**config.mk**
```make
export PLATFORM = sky130hd
export DESIGN_NAME = adc_function_control_regs
export DESIGN_NICKNAME = d
export VERILOG_FILES = /design/src/hw/adc_ctrl_pkg.sv /design/src/hw/channel_regs_if.sv /design/src/hw/adc_channel_path.sv /design/src/hw/adc_function_control_regs.sv
export SDC_FILE = /design/constraint.sdc
export NUM_CORES = 1
export LEC_CHECK = 0
export BUFFER_PORTS_ARGS = -buffer_cell sky130_fd_sc_hd__clkbuf_2
export CAP_MARGIN = 20
export CORE_MARGIN = 4
export CORE_UTILIZATION = 30
export CTS_CLUSTER_SIZE = 40
export DETAILED_ROUTE_END_ITERATION = 10
export SYNTH_ARGS = -nofsm -noshare
export SYNTH_HDL_FRONTEND = slang
export SYNTH_SLANG_ARGS = --single-unit
```
**constraint.sdc**
```tcl
create_clock -name ref_clk_i -period 6.6 [get_ports ref_clk_i]
set_input_delay 0.33 -clock ref_clk_i [delete_from_list [all_inputs] [get_ports ref_clk_i]]
set_output_delay 0.33 -clock ref_clk_i [all_outputs]
set_load 0.05 [all_outputs]
```
**src/hw/adc_ctrl_pkg.sv**
```systemverilog
package adc_ctrl_pkg;
    localparam int ADDR_W = 8;
    localparam int DATA_W = 8;
    localparam int SAMPLE_W = 14;
    localparam int NUM_CH = 2;
    localparam int CH_W = 1;
    // register offsets
    localparam logic [7:0] OFF_CHANNEL_SELECT = 8'h05;
    localparam logic [7:0] OFF_POWER_MODE = 8'h08;
    localparam logic [7:0] OFF_SAMPLE_CLOCK = 8'h09;
    localparam logic [7:0] OFF_CLOCK_DIVIDER = 8'h0B;
    localparam logic [7:0] OFF_TEST_PATTERN = 8'h0D;
    localparam logic [7:0] OFF_OFFSET_TRIM = 8'h10;
    localparam logic [7:0] OFF_OUTPUT_FORMAT = 8'h14;
    localparam logic [7:0] OFF_DRIVE_STRENGTH = 8'h15;
    localparam logic [7:0] OFF_CLOCK_PHASE = 8'h16;
    localparam logic [7:0] OFF_TRANSFER = 8'hFF;
    // reset values
    localparam logic [7:0] RST_CHANNEL_SELECT = 8'h03;
    localparam logic [7:0] RST_POWER_MODE = 8'h00;
    localparam logic [7:0] RST_SAMPLE_CLOCK = 8'h01;
    localparam logic [7:0] RST_CLOCK_DIVIDER = 8'h00;
    localparam logic [7:0] RST_TEST_PATTERN = 8'h00;
    localparam logic [7:0] RST_OFFSET_TRIM = 8'h00;
    localparam logic [7:0] RST_OUTPUT_FORMAT = 8'h05;
    localparam logic [7:0] RST_DRIVE_STRENGTH = 8'h01;
    localparam logic [7:0] RST_CLOCK_PHASE = 8'h00;
    // field positions
    localparam int BIT_PDWN_STANDBY = 5;
    localparam int BIT_STABILIZER = 0;
    localparam int DIV_RATIO_LSB = 0;
    localparam int DIV_PHASE_LSB = 3;
    localparam int DIV_FIELD_W = 3;
    localparam int TP_SEL_LSB = 0;
    localparam int TP_SEL_W = 4;
    localparam int BIT_TP_RESET_SHORT = 4;
    localparam int BIT_TP_RESET_LONG = 5;
    localparam int BIT_TP_SINGLE = 7;
    localparam int OFFSET_W = 6;
    localparam int FMT_LSB = 0;
    localparam int FMT_W = 2;
    localparam int BIT_OUT_INVERT = 2;
    localparam int BIT_OUT_ENABLE_N = 4;
    localparam int DRIVE_W = 4;
    localparam int BIT_EVEN_ODD = 5;
    localparam int BIT_CLOCK_INVERT = 7;
    localparam int BIT_TRANSFER = 0;
    // output formats
    localparam logic [1:0] FMT_OFFSET_BIN = 2'h0;
    localparam logic [1:0] FMT_TWOS = 2'h1;
    localparam logic [1:0] FMT_GRAY = 2'h2;
    // test pattern codes
    localparam logic [3:0] TP_OFF = 4'h0;
    localparam logic [3:0] TP_MID = 4'h1;
    localparam logic [3:0] TP_POS_FS = 4'h2;
    localparam logic [3:0] TP_NEG_FS = 4'h3;
    localparam logic [3:0] TP_CHECKER = 4'h4;
    localparam logic [3:0] TP_PN_LONG = 4'h5;
    localparam logic [3:0] TP_PN_SHORT = 4'h6;
    localparam logic [3:0] TP_TOGGLE = 4'h7;
    localparam logic [3:0] TP_USER = 4'h8;
    localparam int USER_PATTERNS = 4;
    localparam int PN_LONG_W = 23;
    localparam int PN_SHORT_W = 9;
    localparam logic [22:0] PN_LONG_SEED = 23'h7FFFFF;
    localparam logic [8:0] PN_SHORT_SEED = 9'h1FF;
endpackage : adc_ctrl_pkg

```
**src/hw/channel_regs_if.sv**
```systemverilog
`timescale 1ns/1ns
`default_nettype none
interface channel_regs_if;
    logic [7:0] power_mode;
    logic [7:0] test_pattern;
    logic [7:0] offset_trim;
    logic [7:0] output_format;
    modport ctrl (output power_mode, test_pattern, offset_trim,
        output_format);
    modport path (input power_mode, test_pattern, offset_trim,
        output_format);
endinterface : channel_regs_if
`default_nettype wire

```
**src/hw/adc_channel_path.sv**
```systemverilog
`timescale 1ns/1ns
`default_nettype none
module adc_channel_path
    import adc_ctrl_pkg::*;
(
    input wire logic ref_clk_i,
    input wire logic reset_n_i,
    channel_regs_if.path regs,
    input wire logic [SAMPLE_W-1:0] sample_i,
    input wire logic [SAMPLE_W*USER_PATTERNS-1:0] user_pattern_i,
    output logic [SAMPLE_W-1:0] data_o,
    output logic data_en_o
);
    // ==========================================================
    // pseudo-random generators
    logic [PN_LONG_W-1:0] long_pseudo_random_generator;
    logic [PN_SHORT_W-1:0] short_pseudo_random_generator;
    logic [1:0] user_idx;
    logic user_done;
    wire [3:0] sel = regs.test_pattern[TP_SEL_LSB +: TP_SEL_W];
    wire single = regs.test_pattern[BIT_TP_SINGLE];
    wire toggle_phase = user_idx[0];
    always_ff @(posedge ref_clk_i or negedge reset_n_i) begin
        if (!reset_n_i) begin
            long_pseudo_random_generator <= PN_LONG_SEED;
            short_pseudo_random_generator <= PN_SHORT_SEED;
        end else begin
            if (regs.test_pattern[BIT_TP_RESET_LONG]) begin
                long_pseudo_random_generator <= PN_LONG_SEED;
            end else begin
                long_pseudo_random_generator <= {
                    long_pseudo_random_generator[PN_LONG_W-2:0],
                    long_pseudo_random_generator[22]
                    ^ long_pseudo_random_generator[17]};
            end
            if (regs.test_pattern[BIT_TP_RESET_SHORT]) begin
                short_pseudo_random_generator <= PN_SHORT_SEED;
            end else begin
                short_pseudo_random_generator <= {
                    short_pseudo_random_generator[PN_SHORT_W-2:0],
                    short_pseudo_random_generator[8]
                    ^ short_pseudo_random_generator[4]};
            end
        end
    end
    // ==========================================================
    // user pattern playback
    // repeat or single
    always_ff @(posedge ref_clk_i or negedge reset_n_i) begin
        if (!reset_n_i) begin
            user_idx <= 2'h0;
            user_done <= 1'b0;
        end else if (sel != TP_USER) begin
            user_idx <= user_idx + 2'h1;
            user_done <= 1'b0;
        end else begin
            user_idx <= user_idx + 2'h1;
            if (single && user_idx == 2'h3) begin
                user_done <= 1'b1;
            end
        end
    end
    // ==========================================================
    // conversion path
    // offset trim add
    wire [SAMPLE_W-1:0] trim = SAMPLE_W'($signed(
        regs.offset_trim[OFFSET_W-1:0]));
    wire [SAMPLE_W-1:0] trimmed = sample_i + trim;
    logic [SAMPLE_W-1:0] pattern;
    logic [SAMPLE_W-1:0] fmt;
    always_comb begin
        pattern = '0;
        unique case (sel)
            TP_MID: pattern = {1'b1, {(SAMPLE_W-1){1'b0}}};
            TP_POS_FS: pattern = {SAMPLE_W{1'b1}};
            TP_NEG_FS: pattern = '0;
            TP_CHECKER: pattern = toggle_phase ?
                {(SAMPLE_W/2){2'b01}} : {(SAMPLE_W/2){2'b10}};
            TP_PN_LONG: pattern =
                long_pseudo_random_generator[SAMPLE_W-1:0];
            TP_PN_SHORT: pattern = {
                short_pseudo_random_generator,
                short_pseudo_random_generator[SAMPLE_W-PN_SHORT_W-1:0]};
            TP_TOGGLE: pattern = toggle_phase ? {SAMPLE_W{1'b1}} : '0;
            TP_USER: pattern = user_done ? '0 :
                user_pattern_i[user_idx*SAMPLE_W +: SAMPLE_W];
            default: pattern = '0;
        endcase
    end
    always_comb begin
        fmt = trimmed ^ {1'b1, {(SAMPLE_W-1){1'b0}}};
        unique case (regs.output_format[FMT_LSB +: FMT_W])
            FMT_OFFSET_BIN: fmt = trimmed ^ {1'b1, {(SAMPLE_W-1){1'b0}}};
            FMT_TWOS: fmt = trimmed;
            FMT_GRAY: fmt = (trimmed ^ {1'b1, {(SAMPLE_W-1){1'b0}}})
                ^ ((trimmed ^ {1'b1, {(SAMPLE_W-1){1'b0}}}) >> 1);
            default: fmt = trimmed;
        endcase
        if (!regs.output_format[BIT_OUT_INVERT]) begin
            fmt = ~fmt;
        end
    end
    always_ff @(posedge ref_clk_i or negedge reset_n_i) begin
        if (!reset_n_i) begin
            data_o <= '0;
            data_en_o <= 1'b0;
        end else begin
            data_o <= (sel != TP_OFF) ? pattern : fmt;
            data_en_o <= !regs.output_format[BIT_OUT_ENABLE_N];
        end
    end
endmodule : adc_channel_path
`default_nettype wire

```
**src/hw/adc_function_control_regs.sv**
```systemverilog
`timescale 1ns/1ns
`default_nettype none
module adc_function_control_regs
    import adc_ctrl_pkg::*;
(
    input wire logic ref_clk_i,
    input wire logic reset_n_i,
    input wire logic wr_en_i,
    input wire logic [ADDR_W-1:0] addr_i,
    input wire logic [DATA_W-1:0] wdata_i,
    output logic [DATA_W-1:0] rdata_o,
    input wire logic power_down_pin_i,
    input wire logic [SAMPLE_W-1:0] sample_a_i,
    input wire logic [SAMPLE_W-1:0] sample_b_i,
    input wire logic [SAMPLE_W*USER_PATTERNS-1:0] user_pattern_i,
    output logic [SAMPLE_W-1:0] data_a_o,
    output logic [SAMPLE_W-1:0] data_b_o,
    output logic [NUM_CH-1:0] data_en_o,
    output logic [NUM_CH-1:0] full_power_down_o,
    output logic [NUM_CH-1:0] standby_o,
    output logic stabilizer_on_o,
    output logic sample_clock_o,
    output logic [DRIVE_W-1:0] drive_strength_o,
    output logic output_data_clock_invert_o,
    output logic even_odd_mode_o
);
    // ==========================================================
    // pin synchroniser
    logic [2:0] pdwn_sync;
    logic pdwn;
    always_ff @(posedge ref_clk_i or negedge reset_n_i) begin
        if (!reset_n_i) begin
            pdwn_sync <= 3'h0;
            pdwn <= 1'b0;
        end else begin
            pdwn_sync <= {pdwn_sync[1:0], power_down_pin_i};
            if (pdwn_sync[2] == pdwn_sync[1]) begin
                pdwn <= pdwn_sync[2];
            end
        end
    end
    // ==========================================================
    // shadow and active registers
    logic [NUM_CH-1:0] ch_sel;
    logic [7:0] sh_power [NUM_CH];
    logic [7:0] sh_test [NUM_CH];
    logic [7:0] sh_offset [NUM_CH];
    logic [7:0] sh_format [NUM_CH];
    logic [7:0] sh_clock, sh_divider, sh_drive, sh_phase;
    logic [7:0] act_clock, act_divider, act_drive, act_phase;
    channel_regs_if ch_if [NUM_CH] ();
    wire logic [NUM_CH-1:0] pin_standby;
    wire do_transfer = wr_en_i && addr_i == OFF_TRANSFER
        && wdata_i[BIT_TRANSFER];
    always_ff @(posedge ref_clk_i or negedge reset_n_i) begin
        if (!reset_n_i) begin
            ch_sel <= RST_CHANNEL_SELECT[NUM_CH-1:0];
        end else if (wr_en_i && addr_i == OFF_CHANNEL_SELECT) begin
            ch_sel <= wdata_i[NUM_CH-1:0];
        end
    end
    always_ff @(posedge ref_clk_i or negedge reset_n_i) begin
        if (!reset_n_i) begin
            sh_clock <= RST_SAMPLE_CLOCK;
            sh_divider <= RST_CLOCK_DIVIDER;
            sh_drive <= RST_DRIVE_STRENGTH;
            sh_phase <= RST_CLOCK_PHASE;
            act_clock <= RST_SAMPLE_CLOCK;
            act_divider <= RST_CLOCK_DIVIDER;
            act_drive <= RST_DRIVE_STRENGTH;
            act_phase <= RST_CLOCK_PHASE;
        end else begin
            if (wr_en_i && addr_i == OFF_SAMPLE_CLOCK) sh_clock <= wdata_i;
            if (wr_en_i && addr_i == OFF_CLOCK_DIVIDER) sh_divider <= wdata_i;
            if (wr_en_i && addr_i == OFF_DRIVE_STRENGTH) sh_drive <= wdata_i;
            if (wr_en_i && addr_i == OFF_CLOCK_PHASE) sh_phase <= wdata_i;
            if (do_transfer) begin
                act_clock <= sh_clock;
                act_divider <= sh_divider;
                act_drive <= sh_drive;
                act_phase <= sh_phase;
            end
        end
    end
    for (genvar c = 0; c < NUM_CH; c++) begin : g_ch
        logic [7:0] a_power, a_test, a_offset, a_format;
        wire wr_ch = wr_en_i && ch_sel[c];
        always_ff @(posedge ref_clk_i or negedge reset_n_i) begin
            if (!reset_n_i) begin
                sh_power[c] <= RST_POWER_MODE;
                sh_test[c] <= RST_TEST_PATTERN;
                sh_offset[c] <= RST_OFFSET_TRIM;
                sh_format[c] <= RST_OUTPUT_FORMAT;
                a_power <= RST_POWER_MODE;
                a_test <= RST_TEST_PATTERN;
                a_offset <= RST_OFFSET_TRIM;
                a_format <= RST_OUTPUT_FORMAT;
            end else begin
                if (wr_ch && addr_i == OFF_POWER_MODE) sh_power[c] <= wdata_i;
                if (wr_ch && addr_i == OFF_TEST_PATTERN) sh_test[c] <= wdata_i;
                if (wr_ch && addr_i == OFF_OFFSET_TRIM)
                    sh_offset[c] <= wdata_i;
                if (wr_ch && addr_i == OFF_OUTPUT_FORMAT)
                    sh_format[c] <= wdata_i;
                if (do_transfer) begin
                    a_power <= sh_power[c];
                    a_test <= sh_test[c];
                    a_offset <= sh_offset[c];
                    a_format <= sh_format[c];
                end
            end
        end
        assign ch_if[c].power_mode = a_power;
        assign ch_if[c].test_pattern = a_test;
        assign ch_if[c].offset_trim = a_offset;
        assign ch_if[c].output_format = a_format;
        assign pin_standby[c] = a_power[BIT_PDWN_STANDBY];
    end
    // ==========================================================
    // channel datapaths
    adc_channel_path path_a (
        .ref_clk_i(ref_clk_i),
        .reset_n_i(reset_n_i),
        .regs(ch_if[0]),
        .sample_i(sample_a_i),
        .user_pattern_i(user_pattern_i),
        .data_o(data_a_o),
        .data_en_o(data_en_o[0])
    );
    adc_channel_path path_b (
        .ref_clk_i(ref_clk_i),
        .reset_n_i(reset_n_i),
        .regs(ch_if[1]),
        .sample_i(sample_b_i),
        .user_pattern_i(user_pattern_i),
        .data_o(data_b_o),
        .data_en_o(data_en_o[1])
    );
    // ==========================================================
    // sample clock divider
    logic [DIV_FIELD_W-1:0] div_cnt;
    logic [DIV_FIELD_W-1:0] phase_cnt;
    logic phase_wait;
    wire [DIV_FIELD_W-1:0] ratio = act_divider[DIV_RATIO_LSB +: DIV_FIELD_W];
    wire [DIV_FIELD_W-1:0] phase = act_divider[DIV_PHASE_LSB +: DIV_FIELD_W];
    always_ff @(posedge ref_clk_i or negedge reset_n_i) begin
        if (!reset_n_i) begin
            div_cnt <= '0;
            phase_cnt <= '0;
            phase_wait <= 1'b1;
            sample_clock_o <= 1'b0;
        end else if (do_transfer) begin
            div_cnt <= '0;
            phase_cnt <= '0;
            phase_wait <= 1'b1;
            sample_clock_o <= 1'b0;
        end else if (phase_wait) begin
            phase_cnt <= phase_cnt + 1'b1;
            if (phase_cnt >= phase) phase_wait <= 1'b0;
        end else begin
            div_cnt <= (div_cnt >= ratio) ? '0 : div_cnt + 1'b1;
            sample_clock_o <= (div_cnt == '0);
        end
    end
    // ==========================================================
    // per-channel power outputs, global outputs and readback
    logic [7:0] rd_mux;
    always_comb begin
        rd_mux = 8'h00;
        unique case (addr_i)
            OFF_CHANNEL_SELECT: rd_mux = {6'h00, ch_sel};
            OFF_POWER_MODE: rd_mux = ch_sel[0] ? sh_power[0] : sh_power[1];
            OFF_SAMPLE_CLOCK: rd_mux = sh_clock;
            OFF_CLOCK_DIVIDER: rd_mux = sh_divider;
            OFF_TEST_PATTERN: rd_mux = ch_sel[0] ? sh_test[0] : sh_test[1];
            OFF_OFFSET_TRIM: rd_mux = ch_sel[0] ? sh_offset[0] : sh_offset[1];
            OFF_OUTPUT_FORMAT: rd_mux = ch_sel[0] ? sh_format[0]
                : sh_format[1];
            OFF_DRIVE_STRENGTH: rd_mux = sh_drive;
            OFF_CLOCK_PHASE: rd_mux = sh_phase;
            default: rd_mux = 8'h00;
        endcase
    end
    always_ff @(posedge ref_clk_i or negedge reset_n_i) begin
        if (!reset_n_i) begin
            rdata_o <= 8'h00;
            full_power_down_o <= '0;
            standby_o <= '0;
            stabilizer_on_o <= 1'b1;
            drive_strength_o <= RST_DRIVE_STRENGTH[DRIVE_W-1:0];
            output_data_clock_invert_o <= 1'b0;
            even_odd_mode_o <= 1'b0;
        end else begin
            rdata_o <= rd_mux;
            for (int c = 0; c < NUM_CH; c++) begin
                full_power_down_o[c] <= pdwn && !pin_standby[c];
                standby_o[c] <= pdwn && pin_standby[c];
            end
            stabilizer_on_o <= act_clock[BIT_STABILIZER] || (ratio != '0);
            drive_strength_o <= act_drive[DRIVE_W-1:0];
            output_data_clock_invert_o <= act_phase[BIT_CLOCK_INVERT];
            even_odd_mode_o <= act_phase[BIT_EVEN_ODD];
        end
    end
endmodule : adc_function_control_regs
`default_nettype wire

```
# --- Yosys cells after proc, flatten, opt, wreduce, memory -nomap -nowiden ---
# Cells that the tools add are included.
word_totals:
  register_bits: 298
  in_bits: 104
  out_inout_bits: 50
  wordCells: 178
classes:
  n_addsub: 6
  mul: 2
  n_lt_le_gt_ge: 2
  n_eq_ne: 32
  n_shift: 2
  n_mux: 37
  bitwise: 10
  n_reduce_logical: 37
ops:
  columns: ["operator", "count"]
  rows:
  - ["14-bit case mux with 7 select lines", 2]
  - ["14-bit 2-to-1 mux", 10]
  - ["56-bit by 7-bit variable part select with 14-bit output", 2]
  - ["8-bit case mux with 9 select lines", 1]
  - ["14-bit case mux with 2 select lines", 2]
  - ["23-bit 2-to-1 mux", 2]
  - ["4-bit by 3-bit == test with 1-bit output (second input constant)", 8]
  - ["8-bit by 4-bit == test with 1-bit output (second input constant)", 4]
  - ["8-bit by 5-bit == test with 1-bit output (second input constant)", 4]
  - ["8-bit 2-to-1 mux", 4]
  - ["14-bit adder", 2]
  - ["14-bit NOT", 2]
  - ["14-bit by 13-bit XOR with 14-bit output", 2]
  - ["1-bit logical AND", 23]
  - ["9-bit 2-to-1 mux", 2]
  - ["3-bit 2-to-1 mux", 5]
  - ["2-bit by 3-bit multiplier with 5-bit output (second input constant)", 2]
  - ["1-bit 2-to-1 mux", 9]
  - ["2-bit == test (second input constant)", 4]
  - ["4-bit by 1-bit == test with 1-bit output (second input constant)", 2]
  - ["4-bit by 2-bit == test with 1-bit output (second input constant)", 2]
  - ["4-bit == test (second input constant)", 2]
  - ["8-bit by 3-bit == test with 1-bit output (second input constant)", 1]
  - ["8-bit == test (second input constant)", 1]
  - ["15 further kinds", 30]

# --- Depth between registers and ports, before layout ---
logic_depth:
  ltp_word: 7
  depth_mapped: 10
  depth_no_buf: 10

# --- By module ---
# Synthesis repeated with hierarchy kept, for this count alone.
unflattened:
  hier_cells: 1323
  hier_area_um2: 15987.8
by_module_without_submodules:
  columns: ["mod", "n_inst", "cells_per_inst", "area_each_um2", "seq_area_each_um2"]
  rows:
  - ["adc_function_control_regs", 1, 622, 8740.9, 5176.2]
  - ["adc_channel_path (path_b)", 1, 365, 3711.1, 1291.2]
  - ["adc_channel_path (path_a)", 1, 336, 3535.9, 1291.2]

# --- Worst setup path after synthesis ---
# No wires, ideal clock.
synth_timing:
  path_type: "register to register"
  startpoint: "register g_ch[1].a_offset[5], in the netlist ch_if[1].offset_trim[5]"
  endpoint: "register path_b.data_o[12]"
  setup_ns: 0.124
  t_arrival_ns: 2.473
  required_time_ns: 6.476
  path_slack_ns: 4.003
  path_stages_with_launch: 10
  n_path_buf: 1
  period_less_slack_ns: 2.597
  path_cell_list: "dfrtp_1 > ha_1 > buf_6 > a211oi_2 > o21bai_2 > a221o_1 > a221oi_2 > xnor2_1 > o21ba_1 > a211o_1"
synth_via:
  elab_chain_cells: 7
synth_rtl:
  columns: ["element", "line_no", "rtl"]
  rows:
  - ["start: declaration", "adc_function_control_regs.sv:86", "logic [7:0] a_power, a_test, a_offset, a_format;"]
  - ["start signal: assignment", "adc_function_control_regs.sv:108", "a_offset <= sh_offset[c];"]
  - ["14-bit adder *", "adc_channel_path.sv:68", "wire [SAMPLE_W-1:0] trimmed = sample_i + trim;"]
  - ["1-bit NOT (no source line)", null, null]
  - ["14-bit by 13-bit XOR with 14-bit output", "adc_channel_path.sv:96", "^ ((trimmed ^ {1'b1, {(SAMPLE_W-1){1'b0}}}) >> 1);"]
  - ["14-bit case mux with 2 select lines *", "adc_channel_path.sv:92", "unique case (regs.output_format[FMT_LSB +: FMT_W])"]
  - ["14-bit NOT", "adc_channel_path.sv:100", "fmt = ~fmt;"]
  - ["14-bit 2-to-1 mux *", "adc_channel_path.sv:99", "if (!regs.output_format[BIT_OUT_INVERT]) begin"]
  - ["14-bit 2-to-1 mux *", "adc_channel_path.sv:108", "data_o <= (sel != TP_OFF) ? pattern : fmt;"]
  - ["end signal: assignment", "adc_channel_path.sv:108", null]
  - ["end: declaration", "adc_channel_path.sv:11", "output logic [SAMPLE_W-1:0] data_o,"]
# Mark *: on every way between the ends. The rest lies on a longest branch, timed or not.
# A chain may end at the register's enable or synchronous reset.

# --- Worst setup path after layout ---
layout_timing:
  startpoint: "register g_ch[0].a_offset[5], in the netlist ch_if[0].offset_trim[5]"
  endpoint: "register path_a.data_o[12]"
layout_via:
  elab_chain_cells: 7
layout_rtl:
  columns: ["element", "line_no"]
  rows:
  - ["start: declaration", "adc_function_control_regs.sv:86"]
  - ["start signal: assignment", "adc_function_control_regs.sv:108"]
  - ["14-bit adder *", "adc_channel_path.sv:68"]
  - ["1-bit NOT (no source line)", null]
  - ["14-bit by 13-bit XOR with 14-bit output", "adc_channel_path.sv:96"]
  - ["14-bit case mux with 2 select lines *", "adc_channel_path.sv:92"]
  - ["14-bit NOT", "adc_channel_path.sv:100"]
  - ["14-bit 2-to-1 mux *", "adc_channel_path.sv:99"]
  - ["14-bit 2-to-1 mux *", "adc_channel_path.sv:108"]
  - ["end signal: assignment", "adc_channel_path.sv:108"]
  - ["end: declaration", "adc_channel_path.sv:11"]
# Marked as above.

==> out/metrics.csv <==
stage,metric,value,unit
timing,RSZ-0062 raised after global routing,false,
floorplanning,chip width,227,um
timing,Min Hold Slack,283,ps
clocking,clk buf depth,3,
floorplanning,I/O Pins,154,
setup_path,crit path launch type,flop,
placement,Detail Placement HPWL,27400,um
routing,vias per cell,5.07,
flow_run,Max Cap Viol,0,
routing,Total Wirelength,38400,um
clocking,clock tree root buffer cell,clkbuf_16,
synth,Simple-Gate Fraction of Synth Area,0.150,
floorplanning,die area,51500,um2
global_route,vias in the first global route,10500,
setup_path,Setup crit end kind,flop,
clocking,CTS Buf Count,35,
clocking,worst skew pair latency,540,ps
placement,RePlAce Congestion,0.889,
finish,layout cells sized above 1,0.373,
routing,DR iter-0 viols,771,
floorplanning,Initial Util,0.306,
clocking,H-tree Lvls,2,
timing,FMAX,0.349,GHz
routing,drt drc,0,
synth,post-synth cell types,89,
timing,final worst path period need,2860,ps
synth,average size of a mapped cell,11.3,um2
hold_path,Hold Path Depth,2,
timing,fin. max-slew vios,0,
global_route,first-pass GRT wire length,60100,um
routing,Vias,10300,
clocking,"Reg clk slew, reported paths",60,ps
clocking,Sink Count,278,
setup_path,crit-path max FO,10,
setup_path,WS Path Type,reg -> reg,
global_route,initial antenna violation count,0,
synth,top_reg_cell synth,dfrtp_1,
timing,Clock Skew,29.7,ps
timing,Final Hold Vio Count,0,
finish,Total Nets Final,1542,
finish,total inserted antenna cells,0,
synth,xor-xnor portion of the synthesized cell area,0.0505,
pwr,pwr dens,252,nW/um2
timing,Final TNS setup,0,ps
placement,Port Buffers,153,
timing,Slew Limit Headroom,0.255,
floorplanning,core area,47000,um2
global_route,met3 Use GR,0.0321,
global_route,met1 Use GR,0.204,
timing,number of setup violations in the final report,0,
timing,worst slew pin tran,1120,ps
synth,sequential fraction of the synthesis area,0.491,
synth,Synth Register Bits,278,
setup_path,worst endpoint data arrival time,3280,ps
finish,Layout area overhead,18.3,%
timing,Final Cycle Share,0.434,
global_route,met2 Use GR,0.240,
synth,asr flop ratio synth,1.00,
global_route,total track usage,0.148,
synth,synthesized cell area,14400,um2
synth,mux share of post-synthesis cell area,0.144,
synth,Synth warnings,0,
floorplanning,Site Rows,79,
global_route,largest net degree at the start of global routing,179,
clocking,CTS tree,yes,
routing,post-route ant nets,0,
global_route,GRT busiest layer,met2,
routing,first drt pass iteration count,5,
synth,area share of fa/ha/maj cells after synthesis,0.0357,
global_route,GRT Residual Overflow,0,
routing,WL per Instance,18.9,um
synth,Synth Area in Compound Gates,0.104,
pwr,Worst VDD drop,0.158,mV
synth,largest family of logic cells by synthesized area,simple AND/OR/NAND/NOR gates,
floorplanning,Die Height,227,um
synth,syn nets,1412,
synth,Cells after Synth,1269,
setup_path,reg2reg path depth,8,
synth,"EDFF count, synth",0,
hold_path,Min-Delay Path Class,in -> reg,
setup_path,"Req. time, crit path",7020,ps
pwr,LEAKAGE,7.99,nW
outcome,outcome,"complete, no violations",
report_power, final:
| group | internal [W] | switching [W] | total [W] |
|---|---|---|---|
| clock | 0.00135 | 0.000753 | 0.00210 |
| sequential | 0.00176 | 0.0000371 | 0.00179 |
| combinational | 0.000152 | 0.000234 | 0.000386 |
| total | 0.00326 | 0.00102 | 0.00428 |
state kept, by name (all words and copies together), names as in the netlist, 4 cells and up:
name                                  count
act_divider                               6
drive_strength_o                          4
act_drive                                 4
sh_offset                                16
ch_if.offset_trim                        12
path_b.long_pseudo_random_generator      23
sh_phase                                  8
sh_test                                  16
sh_clock                                  8
sh_divider                                8
path_b.data_o                            14
sh_drive                                  8
sh_format                                16
path_a.short_pseudo_random_generator      9
path_a.long_pseudo_random_generator      23
path_b.short_pseudo_random_generator      9
rdata_o                                   8
ch_if.test_pattern                       14
ch_if.output_format                       8
sh_power                                 16
path_a.data_o                            14
metal layers:
layer,part of all wire,vias to the layer above,routed length (um)
li1,-,4809,-
met1,0.46,5146,17600
met2,0.46,291,17700
met3,0.060,54,2310
met4,0.020,0,783
met5,0,-,0
logic make-up after synthesis:
group           after synthesis
flops                       278
xor+xnor                     70
mux                         158
simple gates                422
compound gates              210
fa+ha+maj                    40
buf+inv                      91
repair_timing:
item,4_1_cts,5_1_grt
endpoints found under the hold margin,92,0
hold buffers,2,0
setup endpoints to repair,0,0
gates resized for setup,0,0
setup buffers,0,0
synth_stat cells, types with 3 or more instances:
cell type  number  area [um2]
a211o_1         6        52.6
a211oi_1        5        37.5
a21boi_0        4        30.0
a21o_1         11        82.6
a21oi_1        50         250
a221oi_1       14         123
a222oi_1       20         200
a22o_1          5        43.8
a31oi_1         3        18.8
and2_1          6        37.5
and3_1          6        37.5
buf_1           6        22.5
buf_2           7        35.0
clkbuf_1       52         195
dfrtp_1       197        4930
dfstp_2        81        2130
ha_1           37         463
inv_1          22        82.6
mux2_2        110        1240
mux2i_1        20         200
mux4_2         28         631
nand2_1       177         664
nand2b_1       16         100
nand3_1        17        85.1
nand3b_1        5        37.5
nand4_1        11        68.8
nor2_1         49         184
nor2_2          3        18.8
nor2b_1        14        87.6
nor3_1         13        65.1
nor3b_1         5        37.5
o2111ai_1       5        43.8
o211ai_1       19         143
o21a_1          5        37.5
o21ai_0        34         170
o2bb2ai_1       3        26.3
or2_2          65         407
or3_1           6        37.5
xnor2_1        50         438
xnor3_1         7         158
xor2_1         12         105
path summary, 6_finish.rpt:
kind,slack (ps),startpoint,to
max,3740,ch_if[0].offset_trim[5]$_DFFE_PN0P_,path_a.data_o[12]$_DFF_PN0_
min,280,wdata_i[5],sh_power[13]$_DFFE_PN0P_
max reg2reg,3740,ch_if[0].offset_trim[5]$_DFFE_PN0P_,path_a.data_o[12]$_DFF_PN0_
min reg2reg,350,pdwn_sync[0]$_DFF_PN0_,pdwn_sync[1]$_DFF_PN0_
max in group asynchronous,4640,reset_n_i,path_b.data_o[5]$_DFF_PN0_
min in group asynchronous,440,reset_n_i,drive_strength_o[2]$_DFF_PN0_
critical path, stage by stage (launching register included):
cell      delay, ps
dfrtp_1         510
ha_1            440
inv_1           130
o31ai_1         680
a221oi_1        250
a21o_1          220
o311ai_1        150
a21oi_1         130
o31ai_1         260
layout make-up:
cell class,instances,area (um2)
Timing Repair Buffer,161,853
Fill cell,4610,29900
Clock buffer,49,1010
Clock inverter,15,274
Tap cell,607,759
Inverter,23,86.3
Sequential cell,278,7060
Multi-Input combinational cell,900,6970
stage by stage:
| stage | setup WS (ps) | total power [W] | utilization | instance area [um2] | cells |
|---|---|---|---|---|---|
| after CTS | 3750 | 0.00435 | 0.362 | 17000 | 2033 |
| after detailed placement | 3800 | 0.00221 | 0.335 | 15700 | 1967 |
| after global placement | 3850 | 0.00220 | 0.335 | 15700 | 1967 |
| after floorplan | 4000 | 0.00206 | - | 14400 | 1269 |
| final | 3740 | 0.00428 | 0.362 | 17000 | 2033 |
| after global routing | 3410 | 0.00447 | 0.362 | 17000 | 2033 |
cells in the final DEF (no fill, tap or decap), types with 7 or more instances in the layout:
cell type  netlist  layout
xnor2_1         50      50
nand3_1         17      17
mux4_2          28      28
clkbuf_1        52       7
nor3_1          13      12
dfrtp_1        197     197
clkbuf_16        0      36
mux2_2         110     110
nor2_1          49      49
a221oi_1        14      14
or2_2           65      65
mux2i_1         20      20
a21o_1          11      11
bufinv_16        0       7
nor2b_1         14      14
nand4_1         11      11
clkbuf_2         0     152
o211ai_1        19      19
nand2b_1        16      16
xor2_1          12      12
ha_1            37      37
dfstp_2         81      81
o21ai_0         34      34
inv_1           22      22
nand2_1        177     177
xnor3_1          7       7
a222oi_1        20      20
a21oi_1         50      50
Power figures use the tool's default switching activity.
